[src/inc/ocs_params.svh]
// constants of the otg_session_id_status and interrupt source block
// assumes a 10 mhz core clock and a byte-wide internal register port
`ifndef OCS_PARAMS_SVH
`define OCS_PARAMS_SVH

// register addresses
`define OCS_ADDR_INT_SRC     8'h08
`define OCS_ADDR_OTG_STAT    8'h10
`define OCS_ADDR_CK_DELAY    8'h1f

// reset value and unmapped read value
`define OCS_CK_DELAY_RST     8'hc8
`define OCS_RD_UNMAPPED      8'h00

// otg_session_id_status field positions
`define OCS_OTG_SESS_OVER    6
`define OCS_OTG_ACC_RES      3
`define OCS_OTG_CHG_HI_RES   2
`define OCS_OTG_CHG_MID_RES  1

// interrupt source field positions
`define OCS_INT_CK_STEREO    7
`define OCS_INT_DISC_PU      6
`define OCS_INT_ID_OPEN      5
`define OCS_INT_MINUS_HI     4
`define OCS_INT_ID_GROUNDED_FLAG       3
`define OCS_INT_PLUS_HI      2
`define OCS_INT_SESSION_VALID_FLAG     1
`define OCS_INT_SUPPLY_VLD   0

// synchroniser lane indices
`define OCS_IN_SESS_OVER     0
`define OCS_IN_ACC_RES       1
`define OCS_IN_CHG_HI_RES    2
`define OCS_IN_CHG_MID_RES   3
`define OCS_IN_CK_PIN_LOW    4
`define OCS_IN_DISC_PU_EN    5
`define OCS_IN_DISC_PU_ON    6
`define OCS_IN_ID_OPEN       7
`define OCS_IN_MINUS_HI      8
`define OCS_IN_PLUS_HI       9
`define OCS_IN_ID_GROUNDED_FLAG        10
`define OCS_IN_A_SESSION_VALID_FLAG    11
`define OCS_IN_B_SESSION_VALID_FLAG    12
`define OCS_IN_SUPPLY_VLD    13
`define OCS_IN_POWER_DOWN    14
`define OCS_IN_COUNT         15

// carkit qualification tick: 0.25 ms at a 100 ns clock period
`define OCS_TICK_NS          250000
`define OCS_CLK_PERIOD_NS    100
`define OCS_TICK_CYCLES      ((`OCS_TICK_NS) / (`OCS_CLK_PERIOD_NS))

`endif

[src/rtl/ocs_status_regs_dummy_guard.sv]
// this file holds no logic

[src/inc/ocs_pkg.sv]
// types shared by the otg_session_id_status block and its carkit qualifier
// assumes ocs_params.svh holds the numeric constants
package ocs_pkg;

    typedef logic [7:0] ocs_byte_t;

    typedef enum logic [1:0] {
        OCS_Q_IDLE  = 2'b00,
        OCS_Q_COUNT = 2'b01,
        OCS_Q_HELD  = 2'b10
    } ocs_qual_state_t;

endpackage

[src/inc/ocs_qual_if.sv]
// link between the status block and the carkit interrupt qualifier
// assumes both ends run on the same clock
interface ocs_qual_if;
    import ocs_pkg::*;

    logic      pin_low;
    ocs_byte_t delay;
    logic      stereo_event;

    modport owner (output pin_low, output delay, input stereo_event);
    modport qual  (input pin_low, input delay, output stereo_event);
endinterface

[src/rtl/ocs_carkit_qual.sv]
// carkit interrupt qualifier: turns a synchronised comparator level
// into the stereo event, either directly or after a programmed delay
// assumes pin_low is already synchronised to clk_i
`include "ocs_params.svh"

module ocs_carkit_qual #(
    parameter int unsigned TICK_CYCLES = `OCS_TICK_CYCLES
) (
    // clock and reset
    input  wire logic clk_i,
    input  wire logic reset_n_i,
    // qualifier link
    ocs_qual_if.qual  q
);
    import ocs_pkg::*;

    localparam int unsigned PW = (TICK_CYCLES > 1) ? $clog2(TICK_CYCLES) : 1;

    ocs_qual_state_t state;
    ocs_qual_state_t next_state;
    logic [PW-1:0]   presc;
    logic [PW-1:0]   next_presc;
    ocs_byte_t       ticks;
    ocs_byte_t       next_ticks;
    ocs_byte_t       ticks_inc;
    logic            ev;
    logic            next_ev;

    assign q.stereo_event = ev;

    always_comb begin
        next_state = state;
        next_presc = presc;
        next_ticks = ticks;
        next_ev    = 1'b0;
        ticks_inc  = 8'(ticks + 8'h01);
        if (q.delay == 8'h00) begin
            next_state = OCS_Q_IDLE;
            next_presc = '0;
            next_ticks = 8'h00;
            next_ev    = q.pin_low;
        end else begin
            case (state)
                OCS_Q_IDLE: begin
                    next_presc = '0;
                    next_ticks = 8'h00;
                    if (q.pin_low) begin
                        next_state = OCS_Q_COUNT;
                    end
                end
                OCS_Q_COUNT: begin
                    if (!q.pin_low) begin
                        next_state = OCS_Q_IDLE;
                    end else if (presc == PW'(TICK_CYCLES - 1)) begin
                        next_presc = '0;
                        next_ticks = ticks_inc;
                        if (ticks_inc >= q.delay) begin
                            next_state = OCS_Q_HELD;
                            next_ev    = 1'b1;
                        end
                    end else begin
                        next_presc = PW'(presc + 1'b1);
                    end
                end
                OCS_Q_HELD: begin
                    next_ev = q.pin_low;
                    if (!q.pin_low) begin
                        next_state = OCS_Q_IDLE;
                    end
                end
                default: begin
                    next_state = OCS_Q_IDLE;
                end
            endcase
        end
    end

    always_ff @(posedge clk_i) begin
        if (!reset_n_i) begin
            state <= OCS_Q_IDLE;
            presc <= '0;
            ticks <= 8'h00;
            ev    <= 1'b0;
        end else begin
            state <= next_state;
            presc <= next_presc;
            ticks <= next_ticks;
            ev    <= next_ev;
        end
    end

endmodule

[src/rtl/ocs_status_regs.sv]
// otg_session_id_status and interrupt source registers with carkit qualification
// assumes the serial control slave presents decoded byte reads and
// writes on the register port, one cycle each, synchronous to clk_i
`include "ocs_params.svh"

// What this block does
// - session-over bit 6 follows the supply below session-end comparator.
// - power-down forces session-over, resistor bits and carkit bit to zero.
// - status bit 3 shows the 102 kilo-ohm accessory resistor.
// - status bit 2 shows the 440 kilo-ohm charger resistor.
// - status bit 1 shows the 200 kilo-ohm charger resistor.
// - otg_session_id_status is read-only at 10h; bits 7, 5, 4, 0 reserved.
// - interrupt source at 08h shows live unlatched condition levels.
// - zero delay drives bit 7 straight from the carkit comparator.
// - nonzero delay sets bit 7 after continuous low for the delay.
// - delay is eight bits of 0.25 ms ticks, reset c8h.
// - bit 6 shows auto pull-up after disconnect when enabled.
// - bit 5 is one while the id pin floats.
// - interrupt source bits are read-only; bit 6 resets to zero.
// - bit 4 follows the minus line receiver.
// - bit 3 shows id grounded, zero in power-down.
// - bit 1 shows session valid for the role picked by id grounded.
module ocs_status_regs #(
    parameter int unsigned TICK_CYCLES = `OCS_TICK_CYCLES
) (
    // clock and reset
    input  wire logic             clk_i,
    input  wire logic             reset_n_i,
    // register port
    input  wire ocs_pkg::ocs_byte_t reg_addr_i,
    input  wire logic             reg_rd_i,
    input  wire logic             reg_wr_i,
    input  wire ocs_pkg::ocs_byte_t reg_wdata_i,
    output ocs_pkg::ocs_byte_t    reg_rdata_o,
    output logic                  reg_rvalid_o,
    // supply and id detectors
    input  wire logic             sess_over_det_i,
    input  wire logic             accessory_res_det_i,
    input  wire logic             charger_high_res_det_i,
    input  wire logic             charger_mid_res_det_i,
    input  wire logic             id_open_det_i,
    input  wire logic             id_grounded_det_i,
    input  wire logic             a_sess_valid_det_i,
    input  wire logic             b_sess_valid_det_i,
    input  wire logic             supply_valid_det_i,
    // line receivers and carkit comparator
    input  wire logic             minus_line_high_i,
    input  wire logic             plus_line_high_i,
    input  wire logic             carkit_irq_pin_low_i,
    // pull-up sequencer and mode
    input  wire logic             disconnect_pullup_auto_enable_i,
    input  wire logic             disconnect_pullup_on_i,
    input  wire logic             power_down_i,
    // live register images
    output ocs_pkg::ocs_byte_t    otg_session_id_status_o,
    output ocs_pkg::ocs_byte_t    interrupt_condition_state_o
);
    import ocs_pkg::*;

    localparam int unsigned NS = `OCS_IN_COUNT;

    logic [NS-1:0] raw;
    logic [NS-1:0] sync1;
    logic [NS-1:0] next_sync1;
    logic [NS-1:0] s;
    logic [NS-1:0] next_s;

    ocs_byte_t otg_stat;
    ocs_byte_t next_otg_stat;
    ocs_byte_t int_src;
    ocs_byte_t next_int_src;
    ocs_byte_t ck_delay;
    ocs_byte_t next_ck_delay;
    ocs_byte_t rdata;
    ocs_byte_t next_rdata;
    logic      rvalid;
    logic      next_rvalid;
    logic      pd;

    ocs_qual_if qif ();

    assign raw[`OCS_IN_SESS_OVER]   = sess_over_det_i;
    assign raw[`OCS_IN_ACC_RES]     = accessory_res_det_i;
    assign raw[`OCS_IN_CHG_HI_RES]  = charger_high_res_det_i;
    assign raw[`OCS_IN_CHG_MID_RES] = charger_mid_res_det_i;
    assign raw[`OCS_IN_CK_PIN_LOW]  = carkit_irq_pin_low_i;
    assign raw[`OCS_IN_DISC_PU_EN]  = disconnect_pullup_auto_enable_i;
    assign raw[`OCS_IN_DISC_PU_ON]  = disconnect_pullup_on_i;
    assign raw[`OCS_IN_ID_OPEN]     = id_open_det_i;
    assign raw[`OCS_IN_MINUS_HI]    = minus_line_high_i;
    assign raw[`OCS_IN_PLUS_HI]     = plus_line_high_i;
    assign raw[`OCS_IN_ID_GROUNDED_FLAG]      = id_grounded_det_i;
    assign raw[`OCS_IN_A_SESSION_VALID_FLAG]  = a_sess_valid_det_i;
    assign raw[`OCS_IN_B_SESSION_VALID_FLAG]  = b_sess_valid_det_i;
    assign raw[`OCS_IN_SUPPLY_VLD]  = supply_valid_det_i;
    assign raw[`OCS_IN_POWER_DOWN]  = power_down_i;

    always_comb begin
        next_sync1 = raw;
        next_s     = sync1;
    end

    always_ff @(posedge clk_i) begin
        if (!reset_n_i) begin
            sync1 <= '0;
            s     <= '0;
        end else begin
            sync1 <= next_sync1;
            s     <= next_s;
        end
    end

    assign pd          = s[`OCS_IN_POWER_DOWN];
    assign qif.pin_low = s[`OCS_IN_CK_PIN_LOW];
    assign qif.delay   = ck_delay;

    ocs_carkit_qual #(
        .TICK_CYCLES (TICK_CYCLES)
    ) u_qual (
        .clk_i     (clk_i),
        .reset_n_i (reset_n_i),
        .q         (qif.qual)
    );

    // status images, rebuilt every cycle from the synchronised levels
    always_comb begin
        next_otg_stat = 8'h00;
        next_int_src  = 8'h00;
        next_otg_stat[`OCS_OTG_SESS_OVER]   = s[`OCS_IN_SESS_OVER] & ~pd;
        next_otg_stat[`OCS_OTG_ACC_RES]     = s[`OCS_IN_ACC_RES] & ~pd;
        next_otg_stat[`OCS_OTG_CHG_HI_RES]  = s[`OCS_IN_CHG_HI_RES] & ~pd;
        next_otg_stat[`OCS_OTG_CHG_MID_RES] = s[`OCS_IN_CHG_MID_RES] & ~pd;
        // power-down gating of the carkit event
        next_int_src[`OCS_INT_CK_STEREO]    = qif.stereo_event & ~pd;
        next_int_src[`OCS_INT_DISC_PU]      = s[`OCS_IN_DISC_PU_EN] & s[`OCS_IN_DISC_PU_ON];
        next_int_src[`OCS_INT_ID_OPEN]      = s[`OCS_IN_ID_OPEN];
        next_int_src[`OCS_INT_MINUS_HI]     = s[`OCS_IN_MINUS_HI];
        next_int_src[`OCS_INT_ID_GROUNDED_FLAG]       = s[`OCS_IN_ID_GROUNDED_FLAG] & ~pd;
        next_int_src[`OCS_INT_PLUS_HI]      = s[`OCS_IN_PLUS_HI];
        next_int_src[`OCS_INT_SESSION_VALID_FLAG]     = s[`OCS_IN_ID_GROUNDED_FLAG] ? s[`OCS_IN_A_SESSION_VALID_FLAG]
                                                                : s[`OCS_IN_B_SESSION_VALID_FLAG];
        // b-device role reuses bit 0 as the session-over detector
        next_int_src[`OCS_INT_SUPPLY_VLD]   = s[`OCS_IN_ID_GROUNDED_FLAG] ? s[`OCS_IN_SUPPLY_VLD]
                                                                : s[`OCS_IN_SESS_OVER];
    end

    // register port: only the delay register takes writes
    always_comb begin
        next_ck_delay = ck_delay;
        next_rdata    = rdata;
        next_rvalid   = reg_rd_i;
        if (reg_wr_i && (reg_addr_i == `OCS_ADDR_CK_DELAY)) begin
            next_ck_delay = reg_wdata_i;
        end
        if (reg_rd_i) begin
            case (reg_addr_i)
                `OCS_ADDR_INT_SRC:  next_rdata = int_src;
                `OCS_ADDR_OTG_STAT: next_rdata = otg_stat;
                `OCS_ADDR_CK_DELAY: next_rdata = ck_delay;
                default:            next_rdata = `OCS_RD_UNMAPPED;
            endcase
        end
    end

    // images reset to zero, then follow the pins
    always_ff @(posedge clk_i) begin
        if (!reset_n_i) begin
            otg_stat <= 8'h00;
            int_src  <= 8'h00;
            ck_delay <= `OCS_CK_DELAY_RST;
            rdata    <= 8'h00;
            rvalid   <= 1'b0;
        end else begin
            otg_stat <= next_otg_stat;
            int_src  <= next_int_src;
            ck_delay <= next_ck_delay;
            rdata    <= next_rdata;
            rvalid   <= next_rvalid;
        end
    end

    assign reg_rdata_o                 = rdata;
    assign reg_rvalid_o                = rvalid;
    assign otg_session_id_status_o     = otg_stat;
    assign interrupt_condition_state_o = int_src;

    // helper: consecutive qualified-low cycles with a nonzero delay outside power-down
    logic [31:0] low_run;
    logic [31:0] low_lim;

    always_ff @(posedge clk_i) begin
        if (!reset_n_i) begin
            low_run <= 32'h0;
        end else if (qif.pin_low && !pd && ck_delay != 8'h00
                     && ck_delay == qif.delay && low_run != 32'hffff_ffff) begin
            low_run <= low_run + 32'h1;
        end else begin
            low_run <= 32'h0;
        end
    end

    assign low_lim = 32'(ck_delay) * 32'(TICK_CYCLES) + 32'h2;
endmodule

[config.mk]
export PLATFORM = sky130hd
export DESIGN_NAME = ocs_status_regs
export DESIGN_NICKNAME = d
export VERILOG_FILES = /design/src/rtl/ocs_status_regs_dummy_guard.sv /design/src/inc/ocs_pkg.sv /design/src/inc/ocs_qual_if.sv /design/src/rtl/ocs_carkit_qual.sv /design/src/rtl/ocs_status_regs.sv
export VERILOG_INCLUDE_DIRS = /design/src /design/src/inc
export SDC_FILE = /design/constraint.sdc
export NUM_CORES = 1
export LEC_CHECK = 0
export BUFFER_PORTS_ARGS = -buffer_cell sky130_fd_sc_hd__buf_2
export CAP_MARGIN = 20
export CORE_MARGIN = 2
export CORE_UTILIZATION = 25
export CTS_CLUSTER_DIAMETER = 30
export DETAILED_ROUTE_END_ITERATION = 10
export PLACE_DENSITY = 0.42
export SKIP_LAST_GASP = 1
export SYNTH_ARGS = -nofsm -noshare
export SYNTH_HDL_FRONTEND = slang
export SYNTH_SLANG_ARGS = --single-unit
[constraint.sdc]
create_clock -name clk_i -period 2.53 [get_ports clk_i]
set_input_delay 0.506 -clock clk_i [delete_from_list [all_inputs] [get_ports clk_i]]
set_output_delay 0.506 -clock clk_i [all_outputs]
set_load 0.01 [all_outputs]
==> out/qor.csv, run 1 <==
metric,value,unit
status,finished clean,
Area Growth Syn to Fin,21.77,%
pins over their slew limit,0,
fraction of registers with async set/reset,0,
Initial Util,0.2557,
gp weighted congestion,0.7562,
Synth Register Bits,82,
# setup viols final,0,
vias in the first global route,2405,
worst-path fanout max,6,
routed len/inst,12.89,um
remaining antenna violation count,0,
die span in x,120.2,um
DRT iter0 DRCs,141,
Slew HR,0.6339,
clk_skew,0.004797,ns
Metal-1 WL,3.745,mm
crit path DAT,2.58,ns
first-pass iteration count of the detailed router,4,
RSZ-0062 raised after global routing,yes,
Vias/cell,4.310,
cell area after layout,4108,um2
Buffers on Ports,55,
gr ovfl total,0,
initial antenna violation count,0,
Vias,2487,
Final Hold Fails,0,
final WL,7.437,mm
number of cell rows,42,
DR WL met3,290,um
Post-synth EDFFs,0,
required time of the critical path,2.75,ns
mapped cell area,3373,um2
top cell type's share of synthesized area,0.4866,
cell taking the most area after synthesis,dfxtp_1,
drt drc,0,
Worst VDD drop,0.3289,mV
Worst-path clk slew,0.06,ns
Tightest Pin Transition,0.5481,ns
Leak,1.797,nW
clock tree sinks,82,
wire length on met2,3.291,mm
CP Launch Type,flop,
syn_area_per_cell,9.921,um2
CTS tree,built,
Final #Nets,444,
HP Class,primary input to flop,
WS Path Type,flop to flop,
Max Clock Freq,0.4241,GHz
# IOs,60,
period utilization,0.9320,
total CTS buffers,9,
setup bufs post-CTS,0,
H-Tree Depth,3,
Die Span Y,120.2,um
Main synth FF type,dfxtp_1,
Crit. End Element,flop,
CTS max path bufs,2,
most frequent cells in the layout,"82 x dfxtp_1, 55 x buf_2, 44 x and2_1",
PD cells,676.3,nW/um2
post-synthesis cell type count,48,
Antenna Cells,0,
register area share after synthesis,0.4866,
"most common cell after layout, fill and taps aside",dfxtp_1,
Final Util,0.3114,
Tmin final,2.358,ns
Mapped Cells,340,
GRT Util Overall,0.1076,
Highest Signal Layer,met4,
largest net degree at the start of global routing,23,
hpwl dp,5.451,mm
YS warnings,0,
core footprint,13190,um2
first-pass GRT wire length,12.14,mm
full die area,14440,um2
Skew-Pair Late Insertion Delay,0.33,ns
share of layout cells above drive strength 1,0.2070,
synth top area cells,"dfxtp_1 49%, and2_1 8.2%, ha_1 4.8%",
Clock Root Buffer,clkbuf_16,
DP Area,3824,um2
max_cap viols,0,
-- worst max-delay path, cell delays in order, from the launching register on --
cell and delay (ns):
dfxtp_1 0.40, ha_1 0.21, nand3_1 0.12, nor2_1 0.14, xor2_1 0.21, ha_1 0.28
a21o_1 0.17, a21oi_2 0.14, o31ai_2 0.10, o21a_1 0.19, mux2_4 0.29
-- path summary, 6_finish.rpt --
path / to / cells past startpoint / start / slack (ns)
min: next_s[6] / 2 / disconnect_pullup_on_i / 0.37
max reg2reg: u_qual.state[0] / 10 / u_qual.ticks[0] / 0.17
max: u_qual.state[0] / 10 / u_qual.ticks[0] / 0.17
min reg2reg: otg_session_id_status_o[3] / 1 / s[1] / 0.43
-- sequential cells by signal, indices dropped and copies added, names as in the netlist --
name,count
u_qual.q.stereo_event,1
otg_session_id_status_o,4
interrupt_condition_state_o,8
u_qual.presc,12
ck_delay,8
u_qual.state,2
reg_rvalid_o,1
u_qual.ticks,8
reg_rdata_o,8
s,15
next_s,15
-- power by group --
| group | switching, mW | internal [mW] | total [mW] |
|---|---|---|---|
| Sequential | 0.0131 | 1.32 | 1.34 |
| Clock | 0.530 | 0.699 | 1.23 |
| Combinational | 0.132 | 0.0804 | 0.212 |
| Total | 0.675 | 2.10 | 2.78 |
-- per-stage QoR --
step | TNS [ns] | std cells | power, mW | hold WS, ns | setup WS, ns
6_report | 0 | 577 | 2.778 | 0.3740 | 0.1720
5_1_grt | -0.04111 | 577 | 2.907 | 0.3657 | -0.02395
3_3_place_gp | 0 | 561 | 1.577 | 0.4140 | 0.1781
4_1_cts | 0 | 577 | 2.826 | 0.3588 | 0.1159
3_5_place_dp | 0 | 561 | 1.578 | 0.4144 | 0.1469
2_1_floorplan | 0 | 343 | 1.501 | 0.4057 | 0.3293
-- cells in the mapped netlist (5+ instances only) --
cell / n
dfxtp_1: 82
and2_1: 44
nand2_1: 21
a21oi_1: 20
a22o_1: 16
nand3_1: 15
ha_1: 13
mux2i_1: 11
inv_1: 10
nor2_1: 10
nor2b_1: 10
and3_1: 9
clkbuf_1: 8
buf_4: 5
nand2b_1: 5
nor3_1: 5
-- logic make-up after synthesis --
family,after synthesis,synth area share
buffers and inverters,27,0.03672
flip-flops,82,0.4866
other,1,0.001112
AND/OR/NAND/NOR,135,0.2381
multiplexers,12,0.03709
adder cells (fa/ha/maj),13,0.04822
AO/OA/AOI/OAI,64,0.1365
XOR/XNOR,6,0.01558
-- cell type report --
| class | instances | area, um2 |
|---|---|---|
| Sequential cell | 82 | 1642 |
| Clock inverter | 5 | 36.28 |
| Tap cell | 176 | 220.2 |
| Timing Repair Buffer | 59 | 305.3 |
| Clock buffer | 11 | 242.7 |
| Inverter | 10 | 37.54 |
| Multi-Input combinational cell | 234 | 1624 |
| Fill cell | 1393 | 9082 |
-- timing repair --
| action | CTS | global route |
|---|---|---|
| endpoints found under the setup margin | 0 | 2 |
| hold buffers | 0 | 0 |
| gates resized for setup | 0 | 1 |
| hold endpoints to repair | 0 | 0 |
-- per-layer routing --
layer / global-route usage / up-vias
met2: 0.1669 / 50
met5: 0 / -
met3: 0.02852 / 7
met4: 0.04412 / 0
met1: 0.1413 / 1127
li1: - / 1303
Note: power is estimated with default switching activity, not from simulation.
==> run 2: changes to the inputs <==
--- a/config.mk
+++ b/config.mk
@@ -8,7 +8,6 @@
 export LEC_CHECK = 0
 export BUFFER_PORTS_ARGS = -buffer_cell sky130_fd_sc_hd__buf_2
 export CAP_MARGIN = 20
-export CORE_MARGIN = 2
 export CORE_UTILIZATION = 25
 export CTS_CLUSTER_DIAMETER = 30
 export DETAILED_ROUTE_END_ITERATION = 10
==> out/qor.csv, run 2 (synthesis gave the netlist of run 1 again) <==
metric,value,unit,change
DRT iter0 DRCs,159,,+13%
hpwl dp,5.351,mm,-1.8%
setup TNS,0,ns,unchanged
Die Span Y,118.2,um,-1.7%
WS Path Type,flop to flop,,
clk_skew,0.005782,ns,+0.0009858 ns
most frequent cells in the layout,"81 x dfxtp_1, 55 x buf_2, 44 x and2_1",,
# hold bufs at CTS,0,,unchanged
first-pass iteration count of the detailed router,7,,+3
Worst VDD drop,0.3080,mV,-6.3%
crit path DAT,2.56,ns,-0.02 ns
CTS tree,built,,
period utilization,0.9245,,-0.007577
final WL,7.214,mm,-3.0%
Vias,2451,,-1.4%
post_cts resized,0,,unchanged
Slew HR,0.6133,,-0.02056
# IOs,60,,unchanged
setup bufs post-CTS,0,,unchanged
clock tree sinks,82,,unchanged
core footprint,13190,um2,unchanged
R2R cell count,10,,unchanged
full die area,13960,um2,-3.3%
PD cells,686.7,nW/um2,+1.5%
Crit. End Element,flop,,
total CTS buffers,9,,unchanged
gp weighted congestion,0.7389,,-2.3%
die span in x,118.2,um,-1.7%
"most common cell after layout, fill and taps aside",dfxtp_1,,
Tightest Pin Transition,0.5788,ns,+0.03077 ns
first-pass GRT wire length,12.05,mm,-0.74%
Buffers on Ports,55,,unchanged
Area Growth Syn to Fin,22.07,%,
Final #Nets,443,,-0.23%
routed len/inst,12.52,um,-2.8%
vias in the first global route,2417,,+0.50%
CP Launch Type,flop,,
initial antenna violation count,0,,unchanged
Max Clock Freq,0.4276,GHz,+0.82%
max_cap viols,0,,unchanged
Initial Util,0.2557,,unchanged
H-Tree Depth,3,,unchanged
HP Class,primary input to flop,,
gr ovfl total,0,,unchanged
Worst Hold Depth,2,,unchanged
failing checks,design-rule violations,,
"non-filler cells, final",576,,-0.17%
RSZ-0062 raised after global routing,no,,
Skew-Pair Late Insertion Delay,0.33,ns,about the same
remaining antenna violation count,0,,unchanged
number of cell rows,42,,unchanged
Leak,1.799,nW,+0.10%
required time of the critical path,2.75,ns,about the same
Cells after DPL,560,,-0.18%
# setup viols final,0,,unchanged
status,"finished, violations left",,
Clock Root Buffer,clkbuf_16,,
Final Hold Fails,0,,unchanged
Vias/cell,4.255,,-1.3%
pins over their slew limit,0,,unchanged
share of layout cells above drive strength 1,0.2075,,+0.0005175
largest net degree at the start of global routing,50,,+120%
Final Power,2.828,mW,+1.8%
Worst-path clk slew,0.06,ns,about the same
GRT Util Overall,0.1093,,+0.001693
worst-path fanout max,4,,-2
CTS max path bufs,2,,unchanged
drt drc,2,,+2
Tmin final,2.339,ns,-0.01917 ns
Antenna Cells,0,,unchanged
==> run 2: worst paths after layout <==
check                                           start                        endpoint  slack (ns)
worst min-delay path               a_sess_valid_det_i                      next_s[11]        0.37
worst max-delay path                  u_qual.ticks[1]                 u_qual.state[0]        0.19
worst max register to register        u_qual.ticks[1]                 u_qual.state[0]        0.19
worst min register to register  u_qual.q.stereo_event  interrupt_condition_state_o[7]        0.42
==> run 2: where the power goes <==
part / switching (mW) / internal [mW]
logic: 0.125 / 0.0795
clock network: 0.519 / 0.768
registers: 0.0123 / 1.32
total: 0.657 / 2.17
==> run 2: layer usage <==
metal  up-vias  part of all wire  wire (um)  track usage
met1      1101              0.51       3705       0.1486
met3         7             0.031        226      0.02268
met5         -                 0          0            0
met4         0             0.011         81      0.05529
li1       1297                 -          -            -
met2        46              0.44       3200       0.1629
==> run 2: worst max-delay path, stage by stage (launching register included) <==
cell,delay (ns)
dfxtp_1,0.37
ha_1,0.19
nand3_1,0.12
nor2_1,0.15
xor2_1,0.21
ha_1,0.28
a21o_1,0.17
a21oi_2,0.14
o31ai_2,0.11
o21a_1,0.20
mux2_4,0.29
==> run 2: final cells by class <==
| class | instances | area [um2] |
|---|---|---|
| tap | 176 | 220.2 |
| clock inverter | 6 | 66.31 |
| inverter | 10 | 37.54 |
| multi-input combinational | 234 | 1624 |
| timing repair buffer | 58 | 297.8 |
| clock buffer | 10 | 229.0 |
| fill | 1400 | 9072 |
| sequential | 82 | 1643 |
==> run 2: through the flow <==
stage          hold WS, ns  utilization  setup slack [ns]  area (um2)
3_5_place_dp        0.4166       0.2893           0.09001        3816
3_3_place_gp        0.4143       0.2893            0.1784        3816
4_1_cts             0.3654       0.3117           0.06896        4111
5_1_grt             0.3785       0.3122           0.01085        4118
6_report            0.3741       0.3122            0.1911        4118
2_1_floorplan       0.4057            -            0.3293        3385
==> run 3: changes to the inputs <==
--- a/config.mk
+++ b/config.mk
@@ -8,10 +8,10 @@
 export LEC_CHECK = 0
 export BUFFER_PORTS_ARGS = -buffer_cell sky130_fd_sc_hd__buf_2
 export CAP_MARGIN = 20
-export CORE_UTILIZATION = 25
+export CORE_UTILIZATION = 55
 export CTS_CLUSTER_DIAMETER = 30
 export DETAILED_ROUTE_END_ITERATION = 10
-export PLACE_DENSITY = 0.42
+export PLACE_DENSITY = 0.79
 export SKIP_LAST_GASP = 1
 export SYNTH_ARGS = -nofsm -noshare
 export SYNTH_HDL_FRONTEND = slang
==> out/qor.csv, run 3 (synthesis gave the netlist of run 1 again) <==
metric,value,unit,change
setup TNS,0,ns,unchanged
switching share of power,0.2643,,+0.03200
H-Tree Depth,3,,unchanged
M1 GR Usage,0.2454,,+0.09682
share of layout cells above drive strength 1,0.2075,,unchanged
core footprint,5921,um2,-55%
die span in x,80.32,um,-32%
Leak,1.748,nW,-2.8%
period utilization,0.9356,,+0.01112
Buffers on Ports,55,,unchanged
GRT Util Overall,0.2086,,+0.09929
Crit. End Element,flop,,
final WL,6.245,mm,-13%
initial antenna violation count,0,,unchanged
status,finished clean,,
Gate power share,0.084,,+0.012
crit-path max cell delay,0.41,ns,+0.04 ns
Final Hold Fails,0,,unchanged
Cells after DPL,459,,-18%
Clock Root Buffer,clkbuf_8,,
routed len/inst,13.15,um,+5.0%
Final #Nets,443,,unchanged
total CTS buffers,9,,unchanged
Hold Crit Start,power_down_i,,
grt met3 use,0.04773,,+0.02504
required time of the critical path,2.79,ns,+0.04 ns
Flop pwr share,0.553,,+0.081
remaining antenna violation count,0,,unchanged
Initial Util,0.5697,,+0.3140
HP Class,primary input to flop,,
hpwl dp,4.478,mm,-16%
CTS max path bufs,2,,unchanged
clock tree sinks,82,,unchanged
full die area,6451,um2,-54%
largest net degree at the start of global routing,41,,-18%
Clock Power Share,0.363,,-0.092
Final Util,0.6551,,+0.3429
CP max-delay cell,or4_1,,
Worst VDD drop,0.3296,mV,+7.0%
worst-path fanout max,6,,+2
CP Launch Type,flop,,
fillers,475,,-66%
Area Growth Syn to Fin,14.99,%,
Antenna Cells,0,,unchanged
Skew-Pair Late Insertion Delay,0.36,ns,+0.03 ns
# hold bufs at CTS,0,,unchanged
Worst Setup SP,u_qual.ticks[0],,
Vias/cell,5.320,,+25%
# IOs,60,,unchanged
crit path DAT,2.62,ns,+0.06 ns
# setup viols final,0,,unchanged
first-pass iteration count of the detailed router,4,,-3
"non-filler cells, final",475,,-18%
max_cap viols,0,,unchanged
Power Internal,1.775,mW,-18%
first-pass GRT wire length,10.23,mm,-15%
DRT iter0 DRCs,96,,-40%
"most common cell after layout, fill and taps aside",dfxtp_1,,
routing usage on met2,0.3470,,+0.1841
Max Clock Freq,0.4225,GHz,-1.2%
crit-path most repeated cell,ha_1,,
Worst-path clk slew,0.09,ns,+0.03 ns
Tmin final,2.367,ns,+0.02812 ns
NetSw,0.6374,mW,-3.0%
gr busiest metal,met2,,
WS Path Type,flop to flop,,
Die Span Y,80.32,um,-32%
pins over their slew limit,0,,unchanged
gp weighted congestion,0.7923,,+7.2%
Tightest Pin Transition,0.5442,ns,-0.03467 ns
drt drc,0,,-2
RR Startpoint,u_qual.ticks[0],,
crit-path cells,ha_1 > nand3_1 > xnor2_1 > ha_1 > or4_1 > a21oi_1 > o31ai_2 > o21a_1 > mux2_4,,
most frequent cells in the layout,"82 x dfxtp_1, 55 x buf_2, 44 x and2_1",,
number of cell rows,28,,-33%
CTS tree,built,,
Slew HR,0.6365,,+0.02316
pre-CTS setup slack,0.1610,ns,+0.07103 ns
Vias,2527,,+3.1%
vias in the first global route,2278,,-5.8%
clk_skew,0.01142,ns,+0.005633 ns
PD cells,621.8,nW/um2,-9.4%
Final WS setup,0.1630,ns,-0.02812 ns
gr ovfl total,0,,unchanged
## run 3: changes by cell type in the layout (fill, tap and decap cells not counted)
cell       change
clkbuf_16      -9
clkbuf_8       +9
bufinv_16      -1
clkbuf_1       -1
clkinv_2       -1
clkinv_4       +1
dfxtp_1        +1
dfxtp_2        -1
inv_6          +1
inv_8          +1
## run 3: cell type report
cell class,instances,area [um2],area share
Timing Repair Buffer,58,297.8,0.07677
Clock inverter,7,60.06,0.01548
Inverter,10,37.54,0.009677
Multi-Input combinational cell,234,1624,0.4187
Clock buffer,9,123.9,0.03194
Tap cell,75,93.84,0.02419
Sequential cell,82,1642,0.4232
## run 3: critical path, delay by kind of cell, from the launching register on
kind,cells,cell delay (ns)
compound gates,3,0.47
xor+xnor,1,0.17
fa+ha+maj,2,0.42
flops,1,0.40
mux,1,0.29
simple gates,2,0.53
## run 3: power by group through the flow
stage          clock network, mW  registers [mW]  logic (mW)
2_1_floorplan                  0            1.36       0.138
3_3_place_gp                   0            1.36       0.196
3_5_place_dp                   0            1.36       0.203
4_1_cts                    0.891            1.33       0.203
5_1_grt                    0.946            1.34       0.228
6_report                   0.874            1.33       0.203
## run 3: routing by layer
layer	vias to the layer above	routed length, um	part of all wire
met3	15	288	0.046
met2	71	2896	0.46
met4	0	172	0.028
met1	1145	2888	0.46
met5	-	0	0
li1	1296	-	-
## run 3: stage by stage
step	total power [mW]	cell area, um2	hold slack, ns
after floorplan	1.501	3385	0.4057
after global placement	1.560	3690	0.4135
after detailed placement	1.567	3690	0.4159
after CTS	2.429	3874	0.3389
after global routing	2.512	3879	0.3366
final	2.412	3879	0.3489
## run 3: worst paths after layout
check,slack (ns),cells after the start,to
min,0.35,2,next_s[14]
max,0.16,9,u_qual.state[0]
min reg2reg,0.43,1,s[5]
max reg2reg,0.16,9,u_qual.state[0]
## run 3: repair_timing
item                       4_1_cts  5_1_grt
buffers inserted                 0        0
gates resized for setup          0        1
setup endpoints to repair        0        1
